### config.mk
export PLATFORM = sky130hd
export DESIGN_NAME = sdcb_core
export DESIGN_NICKNAME = d
export VERILOG_FILES = /design/src/logic/sdcb_pkg.sv /design/src/logic/sdcb_bank_if.sv /design/src/logic/sdcb_decode.sv /design/src/logic/sdcb_banks.sv /design/src/logic/sdcb_core.sv
export VERILOG_INCLUDE_DIRS = /design/src /design/src/logic
export SDC_FILE = /design/constraint.sdc
export NUM_CORES = 1
export LEC_CHECK = 0
export ABC_AREA = 1
export BUFFER_PORTS_ARGS = -buffer_cell sky130_fd_sc_hd__buf_4
export CAP_MARGIN = 20
export CORE_MARGIN = 4
export CORE_UTILIZATION = 50
export DETAILED_ROUTE_END_ITERATION = 16
export PLACE_DENSITY_LB_ADDON = 0.12
export SLEW_MARGIN = 10
export SYNTH_ARGS = -nofsm -noshare
export SYNTH_HDL_FRONTEND = slang
export SYNTH_SLANG_ARGS = --single-unit
export TNS_END_PERCENT = 50
### constraint.sdc
create_clock -name mclk_i -period 2.7 [get_ports mclk_i]
set_clock_uncertainty 0.1 [all_clocks]
set_input_delay 0.54 -clock mclk_i [delete_from_list [all_inputs] [get_ports mclk_i]]
set_output_delay 0.54 -clock mclk_i [all_outputs]
set_load 0.01 [all_outputs]
### src/logic/sdcb_consts.svh
// timing counts, field positions and reset values for the sdram command block
`ifndef SDCB_CONSTS_SVH
`define SDCB_CONSTS_SVH
`define SDCB_CLK_PERIOD_NS     10
`define SDCB_TRC_NS            70
`define SDCB_TRC_CYC           ((`SDCB_TRC_NS + `SDCB_CLK_PERIOD_NS - 1) / `SDCB_CLK_PERIOD_NS)
`define SDCB_READ_DQM_LAT      2
`define SDCB_BURST_LEN_DEF     4
`define SDCB_COL_MSB           7
`define SDCB_PRE_ALL_BIT       10
`define SDCB_MODE_RESET        12'h000
`define SDCB_ROW_RESET         12'h000
`define SDCB_EXIT_NOP_CYC      2
`endif

### src/logic/sdcb_pkg.sv
// types shared by the sdram command block modules
package sdcb_pkg;
  typedef enum logic [3:0] {
    SDCB_CMD_INHIBIT,
    SDCB_CMD_NOP,
    SDCB_CMD_ACTIVATE,
    SDCB_CMD_READ,
    SDCB_CMD_WRITE,
    SDCB_CMD_BURST_STOP,
    SDCB_CMD_PRECHARGE,
    SDCB_CMD_REFRESH,
    SDCB_CMD_LOAD_MODE
  } sdcb_cmd_t;

  typedef enum logic [2:0] {
    SDCB_PWR_ACTIVE,
    SDCB_PWR_POWER_DOWN,
    SDCB_PWR_SUSPEND,
    SDCB_PWR_SELF_REFRESH
  } sdcb_pwr_t;
endpackage : sdcb_pkg

### src/logic/sdcb_bank_if.sv
// interface carrying bank commands from core command logic to bank state array
`timescale 1ns/1ps
interface sdcb_bank_if;
  logic       act;
  logic       pre_one;
  logic       pre_all;
  logic       auto_pre;
  logic [1:0] bank;
  logic [1:0] auto_bank;
  logic [11:0] row;
  logic [3:0] bank_open;
  logic [47:0] open_rows;
  modport ctrl (output act, pre_one, pre_all, auto_pre, bank, auto_bank,
                output row, input bank_open, open_rows);
  modport banks (input act, pre_one, pre_all, auto_pre, bank, auto_bank,
                 input row, output bank_open, open_rows);
endinterface : sdcb_bank_if

### src/logic/sdcb_decode.sv
// command decoder from the four active-low strobes
`timescale 1ns/1ps
module sdcb_decode
  import sdcb_pkg::*;
(
  // strobes
  input  wire logic      cs_n_i,
  input  wire logic      ras_n_i,
  input  wire logic      cas_n_i,
  input  wire logic      we_n_i,
  // decoded
  output sdcb_pkg::sdcb_cmd_t cmd_o
);
  // truth table on cs, ras, cas, we
  always_comb begin
    cmd_o = SDCB_CMD_NOP;
    if (cs_n_i) begin
      cmd_o = SDCB_CMD_INHIBIT;
    end else begin
      case ({ras_n_i, cas_n_i, we_n_i})
        3'h3: cmd_o = SDCB_CMD_ACTIVATE;
        3'h5: cmd_o = SDCB_CMD_READ;
        3'h4: cmd_o = SDCB_CMD_WRITE;
        3'h6: cmd_o = SDCB_CMD_BURST_STOP;
        3'h2: cmd_o = SDCB_CMD_PRECHARGE;
        3'h1: cmd_o = SDCB_CMD_REFRESH;
        3'h0: cmd_o = SDCB_CMD_LOAD_MODE;
        default: cmd_o = SDCB_CMD_NOP;
      endcase
    end
  end
endmodule : sdcb_decode

### src/logic/sdcb_banks.sv
// per-bank idle / row-active state with open row
`timescale 1ns/1ps
`include "sdcb_consts.svh"
module sdcb_banks
  import sdcb_pkg::*;
(
  // clock and reset
  input  wire logic mclk_i,
  input  wire logic reset_n_i,
  input  wire logic clk_en_i,
  // bank commands
  sdcb_bank_if.banks bif
);
  logic [3:0]  open_q;
  logic [11:0] row_q [4];

  assign bif.bank_open = open_q;

  // one state slot per bank
  genvar g;
  generate
    for (g = 0; g < 4; g++) begin : g_bank
      assign bif.open_rows[g*12 +: 12] = row_q[g];
      always_ff @(posedge mclk_i) begin
        if (!reset_n_i) begin
          open_q[g] <= 1'b0;
          row_q[g]  <= `SDCB_ROW_RESET;
        end else if (clk_en_i) begin
          // precharge, own or burst-end auto precharge, wins over a same-cycle activate of this bank
          if (bif.pre_all ||
              (bif.pre_one && bif.bank == 2'(g)) ||
              (bif.auto_pre && bif.auto_bank == 2'(g))) begin
            open_q[g] <= 1'b0;
          end else if (bif.act && bif.bank == 2'(g)) begin
            open_q[g] <= 1'b1;
            row_q[g]  <= bif.row;
          end
        end
      end
    end
  endgenerate
endmodule : sdcb_banks

### src/logic/sdcb_core.sv
// sdram command, bank state, burst and byte-mask logic
`timescale 1ns/1ps
`include "sdcb_consts.svh"
module sdcb_core
  import sdcb_pkg::*;
(
  // clock and reset
  input  wire logic        mclk_i,
  input  wire logic        reset_n_i,
  // command pins
  input  wire logic        clk_gate_i,
  input  wire logic        cs_n_i,
  input  wire logic        ras_n_i,
  input  wire logic        cas_n_i,
  input  wire logic        we_n_i,
  input  wire logic [1:0]  bank_select_i,
  input  wire logic [11:0] row_col_address_i,
  // byte masks
  input  wire logic        low_byte_mask_i,
  input  wire logic        high_byte_mask_i,
  // data pins, split into three signals
  input  wire logic [15:0] data_pins_i,
  output logic [15:0]      data_pins_o,
  output logic [15:0]      data_pins_oe_o,
  // array side
  output logic             array_wr_o,
  output logic [1:0]       array_bank_o,
  output logic [11:0]      array_row_o,
  output logic [7:0]       array_col_o,
  output logic [1:0]       array_byte_en_o,
  output logic [15:0]      array_wdata_o,
  input  wire logic [15:0] array_rdata_i,
  // status
  output logic [11:0]      mode_o,
  output logic [3:0]       bank_open_o,
  output logic             refresh_busy_o,
  output sdcb_pkg::sdcb_pwr_t pwr_state_o,
  output logic             burst_active_o
);
  localparam int TRC_CYC = `SDCB_TRC_CYC;
  localparam int BLEN    = `SDCB_BURST_LEN_DEF;

  sdcb_cmd_t   cmd;
  sdcb_bank_if bif ();
  logic        gate_q;
  logic        edge_ok;
  logic        burst_q;
  logic        burst_wr;
  logic        burst_ap;
  logic [1:0]  burst_bank;
  logic [7:0]  burst_col;
  logic [7:0]  burst_left;
  logic [3:0]  rf_cnt;
  logic [1:0]  mask_d1;
  logic        rd_d1;
  logic        burst_last;
  logic        self_ref;
  logic        start;

  sdcb_decode u_decode (
    .cs_n_i  (cs_n_i),
    .ras_n_i (ras_n_i),
    .cas_n_i (cas_n_i),
    .we_n_i  (we_n_i),
    .cmd_o   (cmd)
  );

  sdcb_banks u_banks (
    .mclk_i    (mclk_i),
    .reset_n_i (reset_n_i),
    .clk_en_i  (edge_ok),
    .bif       (bif)
  );

  // gate taken as it stands at the edge; low edges are void
  assign edge_ok  = clk_gate_i;
  assign self_ref = (pwr_state_o == SDCB_PWR_SELF_REFRESH);
  // refresh busy and self refresh block new commands
  assign start = edge_ok && !self_ref && (rf_cnt == 4'h0);

  // bank command strobes
  assign bif.act      = start && cmd == SDCB_CMD_ACTIVATE;
  assign bif.pre_one  = start && cmd == SDCB_CMD_PRECHARGE &&
                        !row_col_address_i[`SDCB_PRE_ALL_BIT];
  assign bif.pre_all  = start && cmd == SDCB_CMD_PRECHARGE &&
                        row_col_address_i[`SDCB_PRE_ALL_BIT];
  assign bif.bank     = bank_select_i;
  assign bif.row      = row_col_address_i;
  assign burst_last   = burst_q && burst_left == 8'h01;
  assign bif.auto_pre = burst_last && burst_ap && edge_ok;
  assign bif.auto_bank = burst_bank;
  assign bank_open_o  = bif.bank_open;

  // gate history, for power-state entry
  always_ff @(posedge mclk_i) begin
    if (!reset_n_i) begin
      gate_q <= 1'b1;
    end else begin
      gate_q <= clk_gate_i;
    end
  end

  // power state follows the gate
  always_ff @(posedge mclk_i) begin
    if (!reset_n_i) begin
      pwr_state_o <= SDCB_PWR_ACTIVE;
    end else if (!clk_gate_i && gate_q) begin
      // refresh code with gate falling enters self refresh
      if (!self_ref && cmd == SDCB_CMD_REFRESH && bif.bank_open == 4'h0) begin
        pwr_state_o <= SDCB_PWR_SELF_REFRESH;
      end else if (burst_q) begin
        pwr_state_o <= SDCB_PWR_SUSPEND;
      end else begin
        pwr_state_o <= SDCB_PWR_POWER_DOWN;
      end
    end else if (clk_gate_i) begin
      pwr_state_o <= SDCB_PWR_ACTIVE;
    end
  end

  // refresh cycle counter, also covers recovery after self refresh
  always_ff @(posedge mclk_i) begin
    if (!reset_n_i) begin
      rf_cnt <= 4'h0;
    end else if (self_ref) begin
      rf_cnt <= 4'(TRC_CYC);
    end else if (edge_ok) begin
      if (start && cmd == SDCB_CMD_REFRESH) begin
        rf_cnt <= 4'(TRC_CYC);
      end else if (rf_cnt != 4'h0) begin
        rf_cnt <= rf_cnt - 4'h1;
      end
    end
  end
  assign refresh_busy_o = (rf_cnt != 4'h0) || self_ref;

  // mode register load, all twelve bits
  always_ff @(posedge mclk_i) begin
    if (!reset_n_i) begin
      mode_o <= `SDCB_MODE_RESET;
    end else if (start && cmd == SDCB_CMD_LOAD_MODE) begin
      mode_o <= row_col_address_i;
    end
  end

  // burst tracker; new read/write restarts, terminate or precharge cuts
  always_ff @(posedge mclk_i) begin
    if (!reset_n_i) begin
      burst_q    <= 1'b0;
      burst_wr   <= 1'b0;
      burst_ap   <= 1'b0;
      burst_bank <= 2'h0;
      burst_col  <= 8'h00;
      burst_left <= 8'h00;
    end else if (edge_ok) begin
      if (start && (cmd == SDCB_CMD_READ || cmd == SDCB_CMD_WRITE)) begin
        burst_q    <= 1'b1;
        burst_wr   <= (cmd == SDCB_CMD_WRITE);
        burst_ap   <= row_col_address_i[`SDCB_PRE_ALL_BIT];
        burst_bank <= bank_select_i;
        burst_col  <= row_col_address_i[`SDCB_COL_MSB:0];
        burst_left <= 8'(BLEN);
      end else if (start && cmd == SDCB_CMD_BURST_STOP) begin
        burst_q <= 1'b0;
      end else if (burst_q && (bif.pre_all ||
                   (bif.pre_one && bif.bank == burst_bank))) begin
        burst_q <= 1'b0;
      end else if (burst_q) begin
        // inhibit and nop leave the burst running
        burst_col  <= burst_col + 8'h01;
        burst_left <= burst_left - 8'h01;
        if (burst_last) begin
          burst_q <= 1'b0;
        end
      end
    end
  end
  assign burst_active_o = burst_q;

  // write port; the beat is the command cycle or following burst beats
  always_ff @(posedge mclk_i) begin
    if (!reset_n_i) begin
      array_wr_o      <= 1'b0;
      array_bank_o    <= 2'h0;
      array_row_o     <= 12'h000;
      array_col_o     <= 8'h00;
      array_byte_en_o <= 2'h0;
      array_wdata_o   <= 16'h0000;
    end else begin
      array_wr_o <= 1'b0;
      if (edge_ok && start && cmd == SDCB_CMD_WRITE) begin
        array_wr_o      <= 1'b1;
        array_bank_o    <= bank_select_i;
        array_row_o     <= bif.open_rows[bank_select_i*12 +: 12];
        array_col_o     <= row_col_address_i[`SDCB_COL_MSB:0];
        // mask sampled with its own data; high mask keeps byte
        array_byte_en_o <= ~{high_byte_mask_i, low_byte_mask_i};
        array_wdata_o   <= data_pins_i;
      end else if (edge_ok && burst_q && burst_wr && burst_left > 8'h01 &&
                   cmd != SDCB_CMD_BURST_STOP) begin
        array_wr_o      <= 1'b1;
        array_bank_o    <= burst_bank;
        array_row_o     <= bif.open_rows[burst_bank*12 +: 12];
        array_col_o     <= burst_col + 8'h01;
        array_byte_en_o <= ~{high_byte_mask_i, low_byte_mask_i};
        array_wdata_o   <= data_pins_i;
      end else if (edge_ok && start && cmd == SDCB_CMD_READ) begin
        // read address steers the array so read data follows the burst
        array_bank_o <= bank_select_i;
        array_row_o  <= bif.open_rows[bank_select_i*12 +: 12];
        array_col_o  <= row_col_address_i[`SDCB_COL_MSB:0];
      end else if (edge_ok && burst_q && !burst_wr && burst_left > 8'h01) begin
        array_bank_o <= burst_bank;
        array_row_o  <= bif.open_rows[burst_bank*12 +: 12];
        array_col_o  <= burst_col + 8'h01;
      end
    end
  end

  // read mask pipeline, two valid edges deep
  always_ff @(posedge mclk_i) begin
    if (!reset_n_i) begin
      mask_d1 <= 2'h3;
      rd_d1   <= 1'b0;
    end else if (edge_ok) begin
      // second stage is the output register itself
      mask_d1 <= {high_byte_mask_i, low_byte_mask_i};
      rd_d1   <= burst_q && !burst_wr;
    end
  end

  // output lanes; a high mask two cycles back floats that byte
  always_ff @(posedge mclk_i) begin
    if (!reset_n_i) begin
      data_pins_o    <= 16'h0000;
      data_pins_oe_o <= 16'h0000;
    end else if (edge_ok) begin
      data_pins_o <= array_rdata_i;
      data_pins_oe_o <= {{8{rd_d1 && !mask_d1[1]}},
                         {8{rd_d1 && !mask_d1[0]}}};
    end
  end
endmodule : sdcb_core

==> metrics.md <==
| Metric | Value |
|---|---|
| Number of global-route vias before repair | 6236 |
| Largest net degree at the start of global routing | 39 |
| Highest Signal Layer | met4 |
| Share of cells above drive strength 1 | 0.200 |
| CTS tree | done |
| RSZ-0062 raised after global routing | false |
| Register area | 3560 um^2 |
| Leading area contributor after synthesis | dfxtp_1 |
| Worst hold-check path type | in2reg |
| Max frequency | 425 MHz |
| Crit. End Element | flop |
| Commonest non-fill, non-tap cell in the layout | nand2_1 |
| DP HPWL | 14500 um |
| Initial Utilization | 0.507 |
| Most frequent cells in the layout | nand2_1, nor2_1, buf_4 |
| Yosys Warn Count | 0 |
| WL final | 20200 um |
| Leakage | 4.22 nW |
| Hold_buf cts | 0 |
| Residual DRC count | 0 |
| Diode count | 0 |
| Gr ovfl total | 0 |
| # fillers | 1299 |
| Final setup viols | 0 |
| Worst slew margin | 0.347 |
| Met1 wire length | 9010 um |
| Gate Count Post-Synth | between 900 and 1000 |
| WS Path Type | reg2reg |
| Final ANT Viol Nets | 0 |
| Reg2Reg Setup Slack | 350 ps |
| Fin crit share | 0.872 |
| Setup WS pre-CTS | a little over 60 ps |
| Worst endpoint required time | 2760 ps |
| R2R cell count | 9 |
| CTS Sinks | 154 |
| Area contributors post-synth | dfxtp_1, edfxtp_1, nand2_1, nor2_1, o21ai_0 |
| Num CTS Buffers | 17 |
| Maxcap violations | 0 |
| First-pass GRT wire length | 32100 um |
| Post-synth cell types | 35 |
| Avg WL per Cell | 15.9 um |
| Starting DRC count in detailed routing | approximately 540 |
| Final Critical Period | 2350 ps |
| Clk_lat worst skew | 420 ps |
| Nets | 1136 |
| Top cell type's share of synthesized area | 0.289 |
| Setup TNS | 0 ps |
| Synth-to-Final Area Change | 23.1% |
| RePlAce Congestion | 0.865 |
| First-pass detailed-route iteration total | 5 |
| DIE AREA | 16700 um^2 |
| Syn avg cell area | 7.65 um^2 |
| Critical path arrival | approximately 2400 ps |
| Register area share after synthesis | 0.486 |
| Crit-path max FO | 12 |
| Die width | 129 um |
| Fin. Hold Viols | 0 |
| Syn Nets | 1019 |
| WL met3 | 2160 um |
| Worst-margin pin slew | 975 ps |
| Worst-path clk slew | approximately 70 ps |
| Crit path launch type | flop |
| Slew Limit Fails | 0 |
| Max VDD drop | 0.000456 V |
| Crit. Startpoint | rf_cnt[0]$_SDFFE_PN0P_ |
| Worst R2R End | u_banks.row_q[1][5]$_SDFFCE_PN0P_ |
| Placeable Area | 14500 um^2 |
| Status | complete, no violations |
| H-tree depth | 4 |
| Initial antenna violation count | 0 |
| IO buf count | 147 |
| RR Startpoint | rf_cnt[0]$_SDFFE_PN0P_ |
| Max clock buf depth | 2 |
| # rows | 44 |
| Via total after detailed routing | 6744 |
| Synthesized flop and latch total | 154 |
| Pwr per Cell Area | 673 nW/um^2 |
| Multi-input logic area | 3140 um^2 |
| Post-synthesis cell area | 7340 um^2 |
| Post-CTS Repair Setup Buffers | 0 |
| DIE HEIGHT | 129 um |
| Critical Path End | u_banks.row_q[1][5]$_SDFFCE_PN0P_ |
| Routed vias/inst | 5.29 |
| GRT Total Usage | 0.244 |
| PnR worst setup slack | 347 ps |
| Clock Tree Root | clkbuf_16 |
| Io pins | 149 |
| Total length of routed met2 wires | 8760 um |
| Post-cts resize count | 0 |
[cells by family (layout without fill, tap and decap cells)]
group	count (synthesis)	after routing	share of synthesized area
buffers and inverters	140	270	0.0863
AOI/OAI and AO/OA	186	186	0.145
DFF	154	154	0.486
and+or+nand+nor	468	468	0.268
xor gates and xnor gates	7	7	0.00835
adders and majority gates	4	4	0.00682
other	1	1	0.000511
[final cells by class]
cell class                      count  area share
Sequential cell                   154       0.394
Multi-Input combinational cell    666       0.348
Timing Repair Buffer              163       0.137
Clock buffer                       17      0.0471
Inverter                           75      0.0312
Tap cell                          184      0.0255
Clock inverter                     15      0.0174
[Yosys cell counts, drive strengths merged]
| cell | count |
|---|---|
| nor4 | 1 |
| a22oi | 24 |
| buf | 37 |
| edfxtp | 48 |
| nand3 | 59 |
| a211oi | 1 |
| clkinv | 1 |
| nor2 | 186 |
| o31ai | 2 |
| clkbuf | 28 |
| nor3 | 7 |
| nand4 | 22 |
| inv | 74 |
| ha | 4 |
| a21oi | 63 |
| a31oi | 2 |
| o21ai | 80 |
| nand2 | 192 |
| dfxtp | 106 |
| conb | 1 |
| o21bai | 2 |
| xor2 | 7 |
| nand3b | 1 |
| a22o | 12 |
[per-stage QoR]
step,hold WS (ps),power (mW),std cells,instance area [um^2],utilization
after floorplan,318,3.35,960,7340,-
final,202,6.08,1274,9040,0.624
after detailed placement,343,3.76,1242,8450,0.584
after CTS,183,6.11,1274,9040,0.624
after global placement,334,3.75,1242,8450,0.584
after global routing,191,6.36,1274,9040,0.624
[worst max-delay path: stages (launching register included)]
cell and delay, ps:
dfxtp_1 310, inv_1 90, ha_1 250, nand2_1 140, nor2_4 170, nand3_2 120
inv_1 170, o21ai_0 170, nand4_1 450, nor2_1 100
[report_power, final]
part           switching (mW)  total (mW)  leakage [nW]  internal [mW]
clock network            1.05        2.36         0.289           1.31
registers               0.100        2.64          1.36           2.54
logic                   0.651        1.08          2.57          0.430
[sequential cells by signal, summed over array words and instances (netlist names), 4 cells and up]
signal,flops
mode_o,12
burst_left,8
burst_col,8
rf_cnt,4
array_wdata_o,16
u_banks.bif.bank_open,4
data_pins_o,16
u_banks.row_q,48
array_col_o,8
array_row_o,12
[worst min-delay path by stage]
stage | startpoint | end | slack, ps | cells past startpoint
6_report | high_byte_mask_i | array_byte_en_o[1]$_SDFFE_PN0P_ | 200 | 2
5_1_grt | high_byte_mask_i | array_byte_en_o[1]$_SDFFE_PN0P_ | 190 | 2
4_1_cts | high_byte_mask_i | array_byte_en_o[1]$_SDFFE_PN0P_ | 180 | 2
3_5_place_dp | mask_d1[1]$_SDFFE_PN1P_ | data_pins_oe_o[8]$_SDFFE_PN0P_ | 340 | 1
3_3_place_gp | mask_d1[1]$_SDFFE_PN1P_ | data_pins_oe_o[8]$_SDFFE_PN0P_ | 330 | 1
2_1_floorplan | mask_d1[1]$_SDFFE_PN1P_ | data_pins_oe_o[8]$_SDFFE_PN0P_ | 320 | 1
[routing by layer]
metal	global-route usage	up-vias
met4	0.0784	0
met2	0.366	293
li1	-	3392
met5	0	-
met1	0.331	3033
met3	0.0866	26
Note: power is estimated with default switching activity, not from simulation.
